<file path="src/core/pnpe_defines.vh">
// Register offsets, field positions, reset values and timing constants of the port status bank
`ifndef PNPE_DEFINES_VH
`define PNPE_DEFINES_VH
// Register byte offsets
`define PNPE_OFF_NEXT_PAGE_RX 8'hea
`define PNPE_OFF_EEE_ADV 8'hec
`define PNPE_OFF_WAKE_ERR 8'hee
`define PNPE_ADDR_NEXT_PAGE_RX 12'h00ea
`define PNPE_ADDR_EEE_ADV 12'h00ec
`define PNPE_ADDR_WAKE_ERR 12'h00ee
// Next page field positions
`define PNPE_NP_MORE_BIT 15
`define PNPE_NP_MSG_BIT 13
`define PNPE_NP_SECOND_ACKNOWLEDGE_BIT 12
`define PNPE_NP_TOGGLE_BIT 11
`define PNPE_NP_CODE_HI 10
`define PNPE_NP_CODE_LO 0
// Advertisement field positions
`define PNPE_ADV_LP_HI 14
`define PNPE_ADV_LP_LO 9
`define PNPE_ADV_LOC_HI 6
`define PNPE_ADV_LOC_LO 2
`define PNPE_ADV_TX100_BIT 1
// Reset values
`define PNPE_NP_RST 16'h0000
`define PNPE_TX100_RST 1'b1
`define PNPE_WAKE_ERR_RST 16'h0000
// Wake time limit in nanoseconds and the matching cycle count at 8 ns
`define PNPE_WAKE_LIMIT_NS 20500
`define PNPE_CLK_PERIOD_NS 8
`define PNPE_WAKE_LIMIT_CYC (`PNPE_WAKE_LIMIT_NS / `PNPE_CLK_PERIOD_NS)
`endif

</file>
<file path="src/core/pnpe_wake_err_counter.v">
// Saturating clear-on-read counter of EEE wake errors
`timescale 1ns/100ps
`include "pnpe_defines.vh"
module pnpe_wake_err_counter #(
  parameter WIDTH = 16
) (
  input wire clock,
  input wire srst,
  input wire wakeDone,
  input wire clearRead,
  output wire [WIDTH-1:0] count
);

  reg wakeDonePrev_ff;
  reg [WIDTH-1:0] count_ff;
  reg [WIDTH-1:0] nxt_count;
  wire rise;
  wire atMax;

  // ****************************************
  // Rising edge of the timer-done condition
  // ****************************************
  assign rise = wakeDone & ~wakeDonePrev_ff;
  assign atMax = &count_ff;

  // Clear first, then add; a coincident event leaves one behind
  always @* begin
    nxt_count = count_ff;
    if (clearRead) begin
      nxt_count = {WIDTH{1'b0}};
    end
    if (rise && (clearRead || !atMax)) begin
      nxt_count = nxt_count + {{(WIDTH-1){1'b0}}, 1'b1};
    end
  end

  // Counter state
  always @(posedge clock) begin
    if (srst) begin
      wakeDonePrev_ff <= 1'b0;
      count_ff <= `PNPE_WAKE_ERR_RST;
    end else begin
      wakeDonePrev_ff <= wakeDone;
      count_ff <= nxt_count;
    end
  end

  assign count = count_ff;
endmodule

</file>
<file path="src/core/pnpe_status_regs.v">
// Next page, EEE advertisement and wake error registers of one PHY port
`timescale 1ns/100ps
// Constants are needed by the parameter defaults, so they come in before the module
`include "pnpe_defines.vh"
// How it works
// - Bit 12 of the received next page register shows the partner's second acknowledge, reset 0.
// - The first next page toggle is the inverse of bit 11 of the base code word.
// - Bits 10 to 0 of the received next page register hold the partner code field, reset 0.
// - Advertisement bits 14 to 9 show the partner's EEE support per mode, reset 0.
// - Advertisement bits 6 to 2 show local EEE support per mode from localEeeAbility and are read-only.
// - Advertisement bit 1 is a writable local 100BASE-TX EEE flag reset to 1; reserved bits read 0.
// - The wake error counter adds one on each false-to-true change of the wake timer done.
// - The wake timer is done when a wake-up from low power idle lasts over 20.5 us.
// - The wake error counter holds at all ones instead of wrapping.
// - Reading the wake error counter returns its value and then clears it; it resets to 0.
// - Bit 13 of the received next page register shows message page (1) or unformatted (0).
// - Bit 15 of the received next page register shows that more pages follow.
module pnpe_status_regs #(
  parameter WAKE_LIMIT_CYC = `PNPE_WAKE_LIMIT_CYC
) (
  input wire clock,
  input wire srst,
  input wire [11:0] regAddr,
  input wire regRead,
  input wire regWrite,
  input wire [15:0] regWrData,
  output reg [15:0] regRdData,
  input wire pageRxValid,
  input wire [15:0] pageRxWord,
  input wire baseToggle,
  input wire firstPage,
  input wire [5:0] partnerEeeAbility,
  input wire [4:0] localEeeAbility,
  input wire wakeActive,
  output wire toggleError,
  output wire localTx100Eee
);

  // ****************************************
  // Registers
  // ****************************************
  reg [15:0] nextPage_ff;
  reg expToggle_ff;
  reg tx100_ff;
  reg [5:0] partnerAdv_ff;
  reg [14:0] wakeTimer_ff;
  reg wakeDone_ff;
  reg toggleErr_ff;
  wire [15:0] wakeCount;
  wire wakeClear;
  wire expectedToggle;

  // Expected toggle: first page inverts the base word, later pages alternate
  assign expectedToggle = firstPage ? ~baseToggle : expToggle_ff;

  // Capture of a received next page; a page with a stale toggle is dropped
  always @(posedge clock) begin
    if (srst) begin
      nextPage_ff <= `PNPE_NP_RST;
      expToggle_ff <= 1'b0;
      toggleErr_ff <= 1'b0;
    end else begin
      toggleErr_ff <= 1'b0;
      if (pageRxValid) begin
        if (pageRxWord[`PNPE_NP_TOGGLE_BIT] == expectedToggle) begin
          nextPage_ff <= pageRxWord;
          expToggle_ff <= ~pageRxWord[`PNPE_NP_TOGGLE_BIT];
        end else begin
          toggleErr_ff <= 1'b1;
        end
      end
    end
  end

  assign toggleError = toggleErr_ff;

  // Advertisement state: partner bits follow negotiation, bit 1 written by host
  always @(posedge clock) begin
    if (srst) begin
      tx100_ff <= `PNPE_TX100_RST;
      partnerAdv_ff <= 6'h00;
    end else begin
      partnerAdv_ff <= partnerEeeAbility;
      if (regWrite && regAddr == `PNPE_ADDR_EEE_ADV) begin
        tx100_ff <= regWrData[`PNPE_ADV_TX100_BIT];
      end
    end
  end

  // Only advertisement; disabling EEE is done elsewhere in the PCS control
  assign localTx100Eee = tx100_ff;

  // ****************************************
  // Wake timer
  // ****************************************
  // Counts wake-up time; done stays high until the wake ends
  always @(posedge clock) begin
    if (srst) begin
      wakeTimer_ff <= 15'h0000;
      wakeDone_ff <= 1'b0;
    end else if (!wakeActive) begin
      wakeTimer_ff <= 15'h0000;
      wakeDone_ff <= 1'b0;
    end else if (wakeTimer_ff >= WAKE_LIMIT_CYC[14:0]) begin
      wakeDone_ff <= 1'b1;
    end else begin
      wakeTimer_ff <= wakeTimer_ff + 15'h0001;
    end
  end

  assign wakeClear = regRead && (regAddr == `PNPE_ADDR_WAKE_ERR);

  pnpe_wake_err_counter #(
    .WIDTH(16)
  ) uWakeErr (
    .clock(clock),
    .srst(srst),
    .wakeDone(wakeDone_ff),
    .clearRead(wakeClear),
    .count(wakeCount)
  );

  // ****************************************
  // Read data
  // ****************************************
  // Registered read; returns the pre-clear count
  always @(posedge clock) begin
    if (srst) begin
      regRdData <= 16'h0000;
    end else if (regRead) begin
      if (regAddr == `PNPE_ADDR_NEXT_PAGE_RX) begin
        regRdData <= nextPage_ff;
      end else if (regAddr == `PNPE_ADDR_EEE_ADV) begin
        regRdData <= {1'b0, partnerAdv_ff, 2'b00, localEeeAbility, tx100_ff, 1'b0};
      end else if (regAddr == `PNPE_ADDR_WAKE_ERR) begin
        regRdData <= wakeCount;
      end else begin
        regRdData <= 16'h0000;
      end
    end
  end
endmodule

</file>
<file path="config.mk">
export PLATFORM = sky130hd
export DESIGN_NAME = pnpe_status_regs
export DESIGN_NICKNAME = d
export VERILOG_FILES = /design/src/core/pnpe_wake_err_counter.v /design/src/core/pnpe_status_regs.v
export VERILOG_INCLUDE_DIRS = /design/src /design/src/core
export SDC_FILE = /design/constraint.sdc
export NUM_CORES = 1
export LEC_CHECK = 0
export ABC_CLOCK_PERIOD_IN_PS = 3100
export BUFFER_PORTS_ARGS = -buffer_cell sky130_fd_sc_hd__buf_2
export CORE_MARGIN = 4
export CORE_UTILIZATION = 53
export CTS_CLUSTER_DIAMETER = 120
export DETAILED_ROUTE_END_ITERATION = 12
export PLACE_DENSITY = 0.9
export SYNTH_ARGS = -nofsm -noshare
export SYNTH_HDL_FRONTEND = slang
export SYNTH_SLANG_ARGS = --single-unit
</file>
<file path="constraint.sdc">
create_clock -name clock -period 3.1 [get_ports clock]
set_input_delay 0.155 -clock clock [delete_from_list [all_inputs] [get_ports clock]]
set_output_delay 0.155 -clock clock [all_outputs]
set_load 0.01 [all_outputs]
</file>
==> results of run 1 <==
-- power by group through the flow --
stage               sequential (mW)  clock [mW]  combinational (mW)
finish                        0.991       0.813               0.147
global route                  0.995       0.864               0.163
CTS                           0.991       0.825               0.148
detailed placement             1.01           0               0.146
global placement               1.01           0               0.140
floorplan                      1.01           0              0.0848
-- synthesized netlist by cell type (6+ instances only) --
cell type	instances	area share, %
a22oi_1	13	2.9
mux2_2	16	5.3
nor2_1	48	5.3
and2_1	8	1.5
a211oi_1	16	3.6
nand2b_1	8	1.5
nand4_1	10	1.9
inv_1	6	0.67
mux2i_1	15	4.4
xor2_1	10	2.6
or4_1	6	1.3
o21ai_0	8	1.2
and3_1	6	1.1
nand3_1	15	2.2
clkbuf_1	18	2.0
nand2_1	15	1.7
nor2b_1	9	1.7
nor4_1	7	1.3
dfxtp_1	74	44
a21oi_1	15	2.2
-- layer usage --
metal  vias to the layer above  global-route usage (%)  routed length (um)
met3                        10                    4.70                 419
met5                         -                       0                   0
met4                         0                    9.76                 125
met2                        76                    34.4                3810
li1                       1475                       -                   -
met1                      1416                    25.8                3380
-- sequential cells by signal, indices dropped and copies added, names as in the netlist --
signal,cells
nextPage_ff,16
regRdData,16
uWakeErr.count,16
wakeTimer_ff,15
partnerAdv_ff,6
expToggle_ff,1
localTx100Eee,1
toggleError,1
uWakeErr.wakeDonePrev_ff,1
wakeDone_ff,1
-- cell type report --
class | instances | area share, %
well taps | 75 | 2.36
repair buffers | 69 | 8.95
multi-input cells | 272 | 45.3
clock inverters | 6 | 2.27
clock buffers | 10 | 3.21
flip-flops and latches | 74 | 37.3
inverters | 6 | 0.567
-- per-stage QoR --
| stage | power (mW) | setup WS [ps] |
|---|---|---|
| after floorplan | 1.10 | 807 |
| after global placement | 1.15 | 561 |
| after detailed placement | 1.16 | 497 |
| after CTS | 1.96 | 851 |
| after global routing | 2.02 | 759 |
| final | 1.95 | 823 |
-- cell families (layout without fill, tap and decap cells) --
logic type               after synthesis  after routing  synth area share, %
AND/OR/NAND/NOR                      155            155                 24.6
AO/OA/AOI/OAI                         72             72                 14.6
buffers and inverters                 28             91                 3.26
adder cells (fa/ha/maj)                3              3                 1.11
XOR/XNOR                              11             11                 2.85
multiplexers                          31             31                 9.78
flip-flops                            74             74                 43.9
-- worst max path at each step --
| stage | cells past startpoint | startpoint | end | slack, ps |
|---|---|---|---|---|
| floorplan | 9 | regAddr[9] | uWakeErr.count[14]$_SDFF_PP0_ | 810 |
| global placement | 9 | regAddr[9] | uWakeErr.count[14]$_SDFF_PP0_ | 560 |
| detailed placement | 9 | regAddr[9] | uWakeErr.count[14]$_SDFF_PP0_ | 500 |
| CTS | 9 | regAddr[9] | uWakeErr.count[14]$_SDFF_PP0_ | 850 |
| global route | 9 | regAddr[9] | uWakeErr.count[12]$_SDFF_PP0_ | 760 |
| finish | 9 | regAddr[9] | uWakeErr.count[14]$_SDFF_PP0_ | 820 |
-- cells in the final DEF (no fill, tap or decap), types with 2 or more instances in the layout --
cell,count
dfxtp_1,74
buf_2,65
nor2_1,48
a211oi_1,16
mux2_2,16
nand3_1,15
mux2i_1,15
nand2_1,15
a21oi_1,15
a22oi_1,13
xor2_1,10
nand4_1,10
nor2b_1,9
clkbuf_8,9
nand2b_1,8
and2_1,8
o21ai_0,8
inv_1,6
or4_1,6
and3_1,6
nor4_1,5
o31ai_1,5
or3_1,4
buf_4,4
nor3_1,3
or2_2,3
o211ai_1,3
ha_1,3
nand4b_1,2
and2_2,2
a21o_1,2
and4b_1,2
nor4_2,2
bufinv_16,2
-- worst max-delay path, delay by kind of cell --
kind | cells | cell delay [ps]
AND/OR/NAND/NOR | 6 | 1980
adder cells (fa/ha/maj) | 1 | 210
buffers and inverters | 1 | 100
AO/OA/AOI/OAI | 1 | 60
==> impl_metrics.py, run 1 <==
metrics = {
    "status": {
        "status": "finished, final reports clean",
    },
    "detailed_routing": {
        "drtAntennaViolNets": 0,
        "wirelength_um": 7730,
        "drt-pass1-iter-count": 5,
        "drt_first_iter_violations": 273,
        "drc": 0,
        "vias_per_cell": 5.81,
        "vias": 2977,
        "wl_per_cell_um": 15.1,
    },
    "setup_path": {
        "worst_setup_path_end_kind": "flip-flop",
        "critPathRequiredTime_ps": 3320,
        "reg2reg_from": "uWakeErr.count[13]$_SDFF_PP0_",
        "startpoint_type": "input port",
        "reg2reg_to": "uWakeErr.count[1]$_SDFF_PP0_",
        "crit_fanout": 7,
        "cp.arrival_ps": 2500,
        "rr_worst_depth": 5,
        "path_cells": "buf_2 > or4_4 > or4_1 > and2_2 > ha_1 > and3_1 > nand4_1 > or4_1 > a21oi_1",
        "cp_common_cell": "or4_1",
        "critical_path_class": "in -> reg",
        "r2r_slack_ps": 980,
        "cp_slowest_stage_delay_ps": 630,
        "slowest_stage": "or4_1",
    },
    "floorplan": {
        "initial_utilization_pct": 55.7,
        "io_pins": 81,
        "dieArea_sq_um": 7710,
        "die_w_um": 87.8,
        "rows": 28,
        "die_height_um": 87.8,
        "core_area_sq_um": 6060,
    },
    "final_layout": {
        "finalNetCount": 498,
        "register_area_sq_um": 1480,
        "n_antenna_cell": 0,
        "final_cell_area_sq_um": 3970,
        "post-route-util_pct": 65.5,
        "multiInputGateArea_sq_um": 1800,
        "syn_to_final_growth_pct": 17.5,
        "fillers": 479,
        "drive_above_1_share_pct": 25.4,
        "final-instance-count-excl-fill": 512,
    },
    "power_and_ir_drop": {
        "p_int_mw": 1.50,
        "p_comb_share_pct": 7.5,
        "swShare_pct": 23.0,
        "p_leak_nw": 1.63,
        "vdd_drop_max_mv": 0.302,
        "power_density_nw_per_um2": 491,
        "pwr-share-clk_pct": 41.7,
        "seqPwrFrac_pct": 50.8,
        "switchingPower_mw": 0.449,
    },
    "logic_synthesis": {
        "syn-num-nets": 440,
        "synth.distinct_cells": 49,
        "postSynthCellCount": 374,
        "syn_area_sq_um": 3380,
        "ys_async_sr_fraction_pct": 0,
        "ys.flop_type": "dfxtp_1",
        "synth_warnings": 0,
        "ys_ff_latch": 74,
        "avgSynthCellArea_sq_um": 9.03,
        "yosysSeqAreaShare_pct": 43.9,
        "synth_edf_count": 0,
    },
    "clock_tree": {
        "clockBufferDepth": 2,
        "cts_buffers": 9,
        "cts_tree": "built",
        "cts_setup_buffers": 0,
        "hold_buffers": 0,
        "numClockSinks": 74,
        "clk_latency_ps": 350,
        "clk_pin_slew_ps": 80,
        "root_buffer": "clkbuf_8",
        "postCtsResizedCells": 0,
        "htree_levels": 3,
    },
    "min_path": {
        "hp-start": "partnerEeeAbility[1]",
        "hold_class": "in -> reg",
        "holdPathStages": 2,
        "holdPathEnd": "partnerAdv_ff[1]$_SDFF_PP0_",
    },
    "sta": {
        "max_freq_mhz": 439,
        "hold_violations": 0,
        "slew_headroom_pct": 32.7,
        "final.setup.tns_ps": 0,
        "period_minus_slack_ps": 2280,
        "fin_crit_sh_pct": 73.5,
        "setup_viol_count_final": 0,
        "worst_slew_pin_slew_ps": 1010,
        "clock_skew_ps": 8.47,
        "rsz0062_at_grt": "no",
        "drv_slew": 0,
        "hold_ws_ps": 13.1,
    },
    "placed_design": {
        "dp_cells": 496,
        "hpwl_um": 5620,
        "gp_congestion": 0.916,
        "place_area_sq_um": 3750,
        "numPortBuffers": 65,
    },
    "grt": {
        "grt-ovfl-total": 0,
        "grt_pass1_vias": 2840,
        "grt_util_all_layers_pct": 20.9,
        "grt_pass1_wl_um": 12600,
        "antenna_found_initial": 0,
        "grt_max_degree": 33,
    },
    "run": {
        "maxCapViolations": 0,
    },
}
(Power assumes the default switching activity.)
==> run 2: changes to the inputs <==
ABC_CLOCK_PERIOD_IN_PS = 2350   (was 3100)
clock period = 2.35 ns   (was 3.1 ns; I/O delays follow)
==> run 2 against run 1 <==
Sequential cell count stayed put. Hold slack got worse by 2.8 ps. Die area stayed put. Clock power is 29% higher. Global-route usage up 4.7 points. Largest cell class unchanged.
==> impl_metrics.py, run 2 (synthesis gave the netlist of run 1 again) <==
metrics = {
    "status": {
        "status": "finished, final reports clean",
    },
    "placed_design": {
        "dp_cells": 504,
        "place_area_sq_um": 3810,
        "gp_congestion": 0.874,
        "numPortBuffers": 65,
        "hpwl_um": 5900,
    },
    "floorplan": {
        "initial_utilization_pct": 55.7,
        "io_pins": 81,
        "core_area_sq_um": 6060,
        "rows": 28,
        "dieArea_sq_um": 7710,
        "die_w_um": 87.8,
        "die_height_um": 87.8,
    },
    "setup_path": {
        "critical_path_class": "in -> reg",
        "rr_worst_depth": 5,
        "startpoint_type": "input port",
        "slowest_stage": "dlygate4sd3_1",
        "worst_setup_path_end_kind": "flip-flop",
        "crit_cells": 10,
        "reg2reg_from": "uWakeErr.count[15]$_SDFF_PP0_",
        "critPathLaunch": "regRead",
        "r2r_slack_ps": 290,
        "cp.arrival_ps": 2550,
        "cp_slowest_stage_delay_ps": 550,
        "path_cells": "dlygate4sd3_1 > buf_2 > nand3_1 > or4_1 > and2_2 > ha_1 > and3_2 > nand4_1 > or4_1 > a21oi_1",
        "reg2reg_to": "uWakeErr.count[1]$_SDFF_PP0_",
        "crit_fanout": 4,
        "cp_common_cell": "or4_1",
        "worst-path-buf-inv": 2,
        "critPathRequiredTime_ps": 2640,
        "cp_top_family": "simple AND/OR/NAND/NOR gates",
        "endpoint": "uWakeErr.count[14]$_SDFF_PP0_",
    },
    "min_path": {
        "hold_class": "in -> reg",
        "holdPathStages": 3,
    },
    "sta": {
        "max_freq_mhz": 443,
        "hold_ws_ps": 10.3,
        "fin_crit_sh_pct": 96.1,
        "clock_skew_ps": 14.0,
        "final.setup.tns_ps": 0,
        "drv_slew": 0,
        "slew_headroom_pct": 68.1,
        "setup_viol_count_final": 0,
        "worst_slew_pin_slew_ps": 478,
        "hold_violations": 0,
        "period_minus_slack_ps": 2260,
    },
    "power_and_ir_drop": {
        "p_comb_share_pct": 8.7,
        "p_leak_nw": 1.72,
        "switchingPower_mw": 0.675,
        "power_density_nw_per_um2": 618,
        "swShare_pct": 26.1,
        "pwr-share-clk_pct": 40.7,
        "seqPwrFrac_pct": 50.6,
        "vdd_drop_max_mv": 0.471,
        "power_mw": 2.59,
        "p_int_mw": 1.91,
    },
    "clock_tree": {
        "clockBufferDepth": 2,
        "cts_buffers": 9,
        "numClockSinks": 74,
        "clk_latency_ps": 360,
        "cts_tree": "built",
        "htree_levels": 3,
        "cts_setup_buffers": 0,
        "clk_pin_slew_ps": 90,
        "root_buffer": "clkbuf_8",
    },
    "detailed_routing": {
        "wirelength_um": 9450,
        "drc": 0,
        "vias": 3314,
        "wl_per_cell_um": 17.6,
        "vias_per_cell": 6.18,
        "drtAntennaViolNets": 0,
        "drt-pass1-iter-count": 5,
        "drt_first_iter_violations": 395,
    },
    "grt": {
        "grt_util_all_layers_pct": 25.5,
        "grt_pass1_vias": 3231,
        "antenna_found_initial": 0,
        "grt_pass1_wl_um": 15300,
        "grt-ovfl-total": 0,
        "grt_max_degree": 32,
    },
    "final_layout": {
        "n_antenna_cell": 0,
        "finalNetCount": 522,
        "multiInputGateArea_sq_um": 1800,
        "final-instance-count-excl-fill": 536,
        "register_area_sq_um": 1480,
        "drive_above_1_share_pct": 26.2,
        "fillers": 421,
        "layout_commonest_cell": "dfxtp_1",
        "syn_to_final_growth_pct": 23.8,
        "final_cell_mix": "74 x dfxtp_1, 65 x buf_2, 48 x nor2_1",
        "final_cell_area_sq_um": 4180,
    },
    "run": {
        "maxCapViolations": 0,
    },
}
## run 2: layer usage
metal  vias up  share of wire (%)  track usage (%)  wire length (um)
met4         0                3.8             13.8               360
met1      1547                 39             30.3              3650
met2       197                 50             43.4              4680
li1       1523                  -                -                 -
met5         -                  0                0                 0
met3        47                8.0             5.08               753
## run 2: through the flow
stage          setup WS [ps]  util [%]
4_1_cts                  159      69.0
3_3_place_gp            45.8      62.9
2_1_floorplan           94.9         -
5_1_grt               -0.399      69.0
6_report                91.3      69.0
3_5_place_dp           -16.7      62.9
## run 2: how the worst min path moves through the flow
stage | from | endpoint | slack, ps
floorplan | partnerEeeAbility[0] | partnerAdv_ff[0]$_SDFF_PP0_ | 250
global placement | partnerEeeAbility[0] | partnerAdv_ff[0]$_SDFF_PP0_ | 330
detailed placement | partnerEeeAbility[5] | partnerAdv_ff[5]$_SDFF_PP0_ | 330
CTS | pageRxWord[4] | nextPage_ff[4]$_SDFFE_PP0P_ | 1
global route | pageRxWord[6] | nextPage_ff[6]$_SDFFE_PP0P_ | 20
finish | pageRxWord[5] | nextPage_ff[5]$_SDFFE_PP0P_ | 10
## run 2: tightest hold or removal path: stages
cell and delay (ps):
buf_2 90, mux2i_1 60, nor2_1 80
## run 2: area by class of cell
cell class	instances	area share, %
tap	75	2.24
clock inverter	7	2.03
timing repair buffer	93	13.8
sequential	74	35.4
clock buffer	9	2.96
multi-input combinational	272	43.0
inverter	6	0.538
## run 2: repair_timing
action	CTS	global route
hold buffers	16	0
setup endpoints to repair	0	1
endpoints found under the hold margin	15	0
gates resized for setup	0	1
## run 2: power by group through the flow
stage | sequential [mW] | clock, mW | combinational (mW)
after global placement | 1.33 | 0 | 0.189
final | 1.31 | 1.05 | 0.224
after global routing | 1.31 | 1.11 | 0.244
after floorplan | 1.34 | 0 | 0.112
after detailed placement | 1.34 | 0 | 0.198
after CTS | 1.31 | 1.06 | 0.219
==> run 3: changes to the inputs <==
RECOVER_POWER = 25   (was unset)
==> run 3 against run 2 <==
Power down 0.10%. Maximum frequency down 0.38%. Setup slack worse by 8.6 ps. Routed wire length down 0.14%. Via count down 0.30%. Final cell count unchanged. Combinational power about the same. Global-route usage unchanged. Largest power group unchanged. Highest routed layer unchanged.
==> impl_metrics.py, run 3 (synthesis gave the netlist of run 1 again) <==
metrics = {
    "clock_tree": {
        "clk_pin_slew_ps": 100,
        "htree_levels": 3,
        "cts_buffers": 9,
        "cts_tree": "built",
        "numClockSinks": 74,
        "clockBufferDepth": 2,
        "clk_latency_ps": 360,
        "cts_setup_buffers": 0,
        "root_buffer": "clkbuf_8",
    },
    "setup_path": {
        "reg2reg_to": "uWakeErr.count[1]$_SDFF_PP0_",
        "startpoint_type": "input port",
        "critPathLaunch": "regRead",
        "rr_worst_depth": 5,
        "worst_setup_path_end_kind": "flip-flop",
        "crit_fanout": 4,
        "reg2reg_from": "uWakeErr.count[15]$_SDFF_PP0_",
        "critical_path_class": "in -> reg",
        "r2r_slack_ps": 270,
        "cp.arrival_ps": 2560,
        "critPathRequiredTime_ps": 2640,
    },
    "min_path": {
        "hold_class": "in -> reg",
        "holdPathEnd": "nextPage_ff[14]$_SDFFE_PP0P_",
        "holdPathStages": 3,
        "hp-start": "pageRxWord[14]",
    },
    "sta": {
        "period_minus_slack_ps": 2270,
        "max_freq_mhz": 441,
        "fin_crit_sh_pct": 96.5,
        "worst_slew_pin_slew_ps": 1130,
        "slew_headroom_pct": 24.5,
        "hold_violations": 0,
        "setup_viol_count_final": 0,
        "drv_slew": 0,
        "clock_skew_ps": 14.6,
    },
    "run": {
        "maxCapViolations": 0,
    },
    "placed_design": {
        "numPortBuffers": 65,
        "gp_congestion": 0.874,
        "hpwl_um": 5900,
        "dp_cells": 504,
    },
    "detailed_routing": {
        "drtAntennaViolNets": 0,
        "vias_per_cell": 6.16,
        "drt-pass1-iter-count": 5,
        "wl_per_cell_um": 17.6,
        "wirelength_um": 9430,
        "drc": 0,
        "drt_first_iter_violations": 404,
        "vias": 3304,
    },
    "floorplan": {
        "die_w_um": 87.8,
        "io_pins": 81,
        "rows": 28,
        "dieArea_sq_um": 7710,
        "initial_utilization_pct": 55.7,
        "die_height_um": 87.8,
        "core_area_sq_um": 6060,
    },
    "final_layout": {
        "final_cell_mix": "74 x dfxtp_1, 52 x buf_2, 48 x nor2_1",
        "drive_above_1_share_pct": 23.4,
        "syn_to_final_growth_pct": 23.3,
        "final-instance-count-excl-fill": 536,
        "n_antenna_cell": 0,
        "finalNetCount": 522,
        "layout_commonest_cell": "dfxtp_1",
    },
    "status": {
        "status": "finished, final reports clean",
    },
    "grt": {
        "grt_pass1_vias": 3231,
        "grt_util_all_layers_pct": 25.5,
        "grt_max_degree": 32,
        "grt-ovfl-total": 0,
        "grt_pass1_wl_um": 15300,
        "antenna_found_initial": 0,
    },
    "power_and_ir_drop": {
        "p_leak_nw": 1.67,
        "power_mw": 2.58,
        "power_density_nw_per_um2": 620,
        "vdd_drop_max_mv": 0.471,
    },
}
## run 3: layout make-up
type	count	area (sq um)
fill	427	1890
multi-input combinational	272	1800
sequential	74	1480
timing repair buffer	93	559
clock buffer	9	124
tap	75	93.8
clock inverter	7	85.1
inverter	6	22.5
## run 3: repair_timing
action,CTS,global route
resized for setup,0,1
hold buffers,16,0
endpoints found under the hold margin,15,0
setup endpoints to repair,0,1
## run 3: through the flow
stage | setup TNS (ps) | hold slack, ps | util (%) | cell area, sq um | worst slack (ps)
floorplan | 0 | 246 | - | 3380 | 94.9
global placement | 0 | 334 | 62.9 | 3810 | 45.8
detailed placement | -32.5 | 333 | 62.9 | 3810 | -16.7
CTS | 0 | 1.42 | 69.0 | 4180 | 159
global route | -0.399 | 20.1 | 68.7 | 4170 | -0.399
finish | 0 | 8.97 | 68.7 | 4170 | 82.7
## run 3: worst max path at each step
stage / to / cells past startpoint
after floorplan: uWakeErr.count[14]$_SDFF_PP0_ / 9
after global placement: uWakeErr.count[14]$_SDFF_PP0_ / 9
after detailed placement: uWakeErr.count[14]$_SDFF_PP0_ / 9
after CTS: uWakeErr.count[14]$_SDFF_PP0_ / 10
after global routing: uWakeErr.count[14]$_SDFF_PP0_ / 10
final: uWakeErr.count[14]$_SDFF_PP0_ / 10
## run 3: layer usage
metal	part of all wire (%)	global-route usage [%]	up-vias
met5	0	0	-
met4	3.8	13.8	0
met3	8.0	5.08	39
met2	50	43.4	185
met1	39	30.3	1556
li1	-	-	1524
## run 3: where the power goes
group | internal (mW) | switching, mW
registers | 1.29 | 0.0213
logic | 0.108 | 0.113
clock network | 0.512 | 0.540
total | 1.91 | 0.675
## run 3: worst max-delay path, cell delays in order
cell and delay (ps):
dlygate4sd3_1 550, buf_2 150, nand3_1 90, or4_1 150
and2_2 170, ha_1 180, and3_2 230, nand4_1 210
or4_1 520, a21oi_1 200
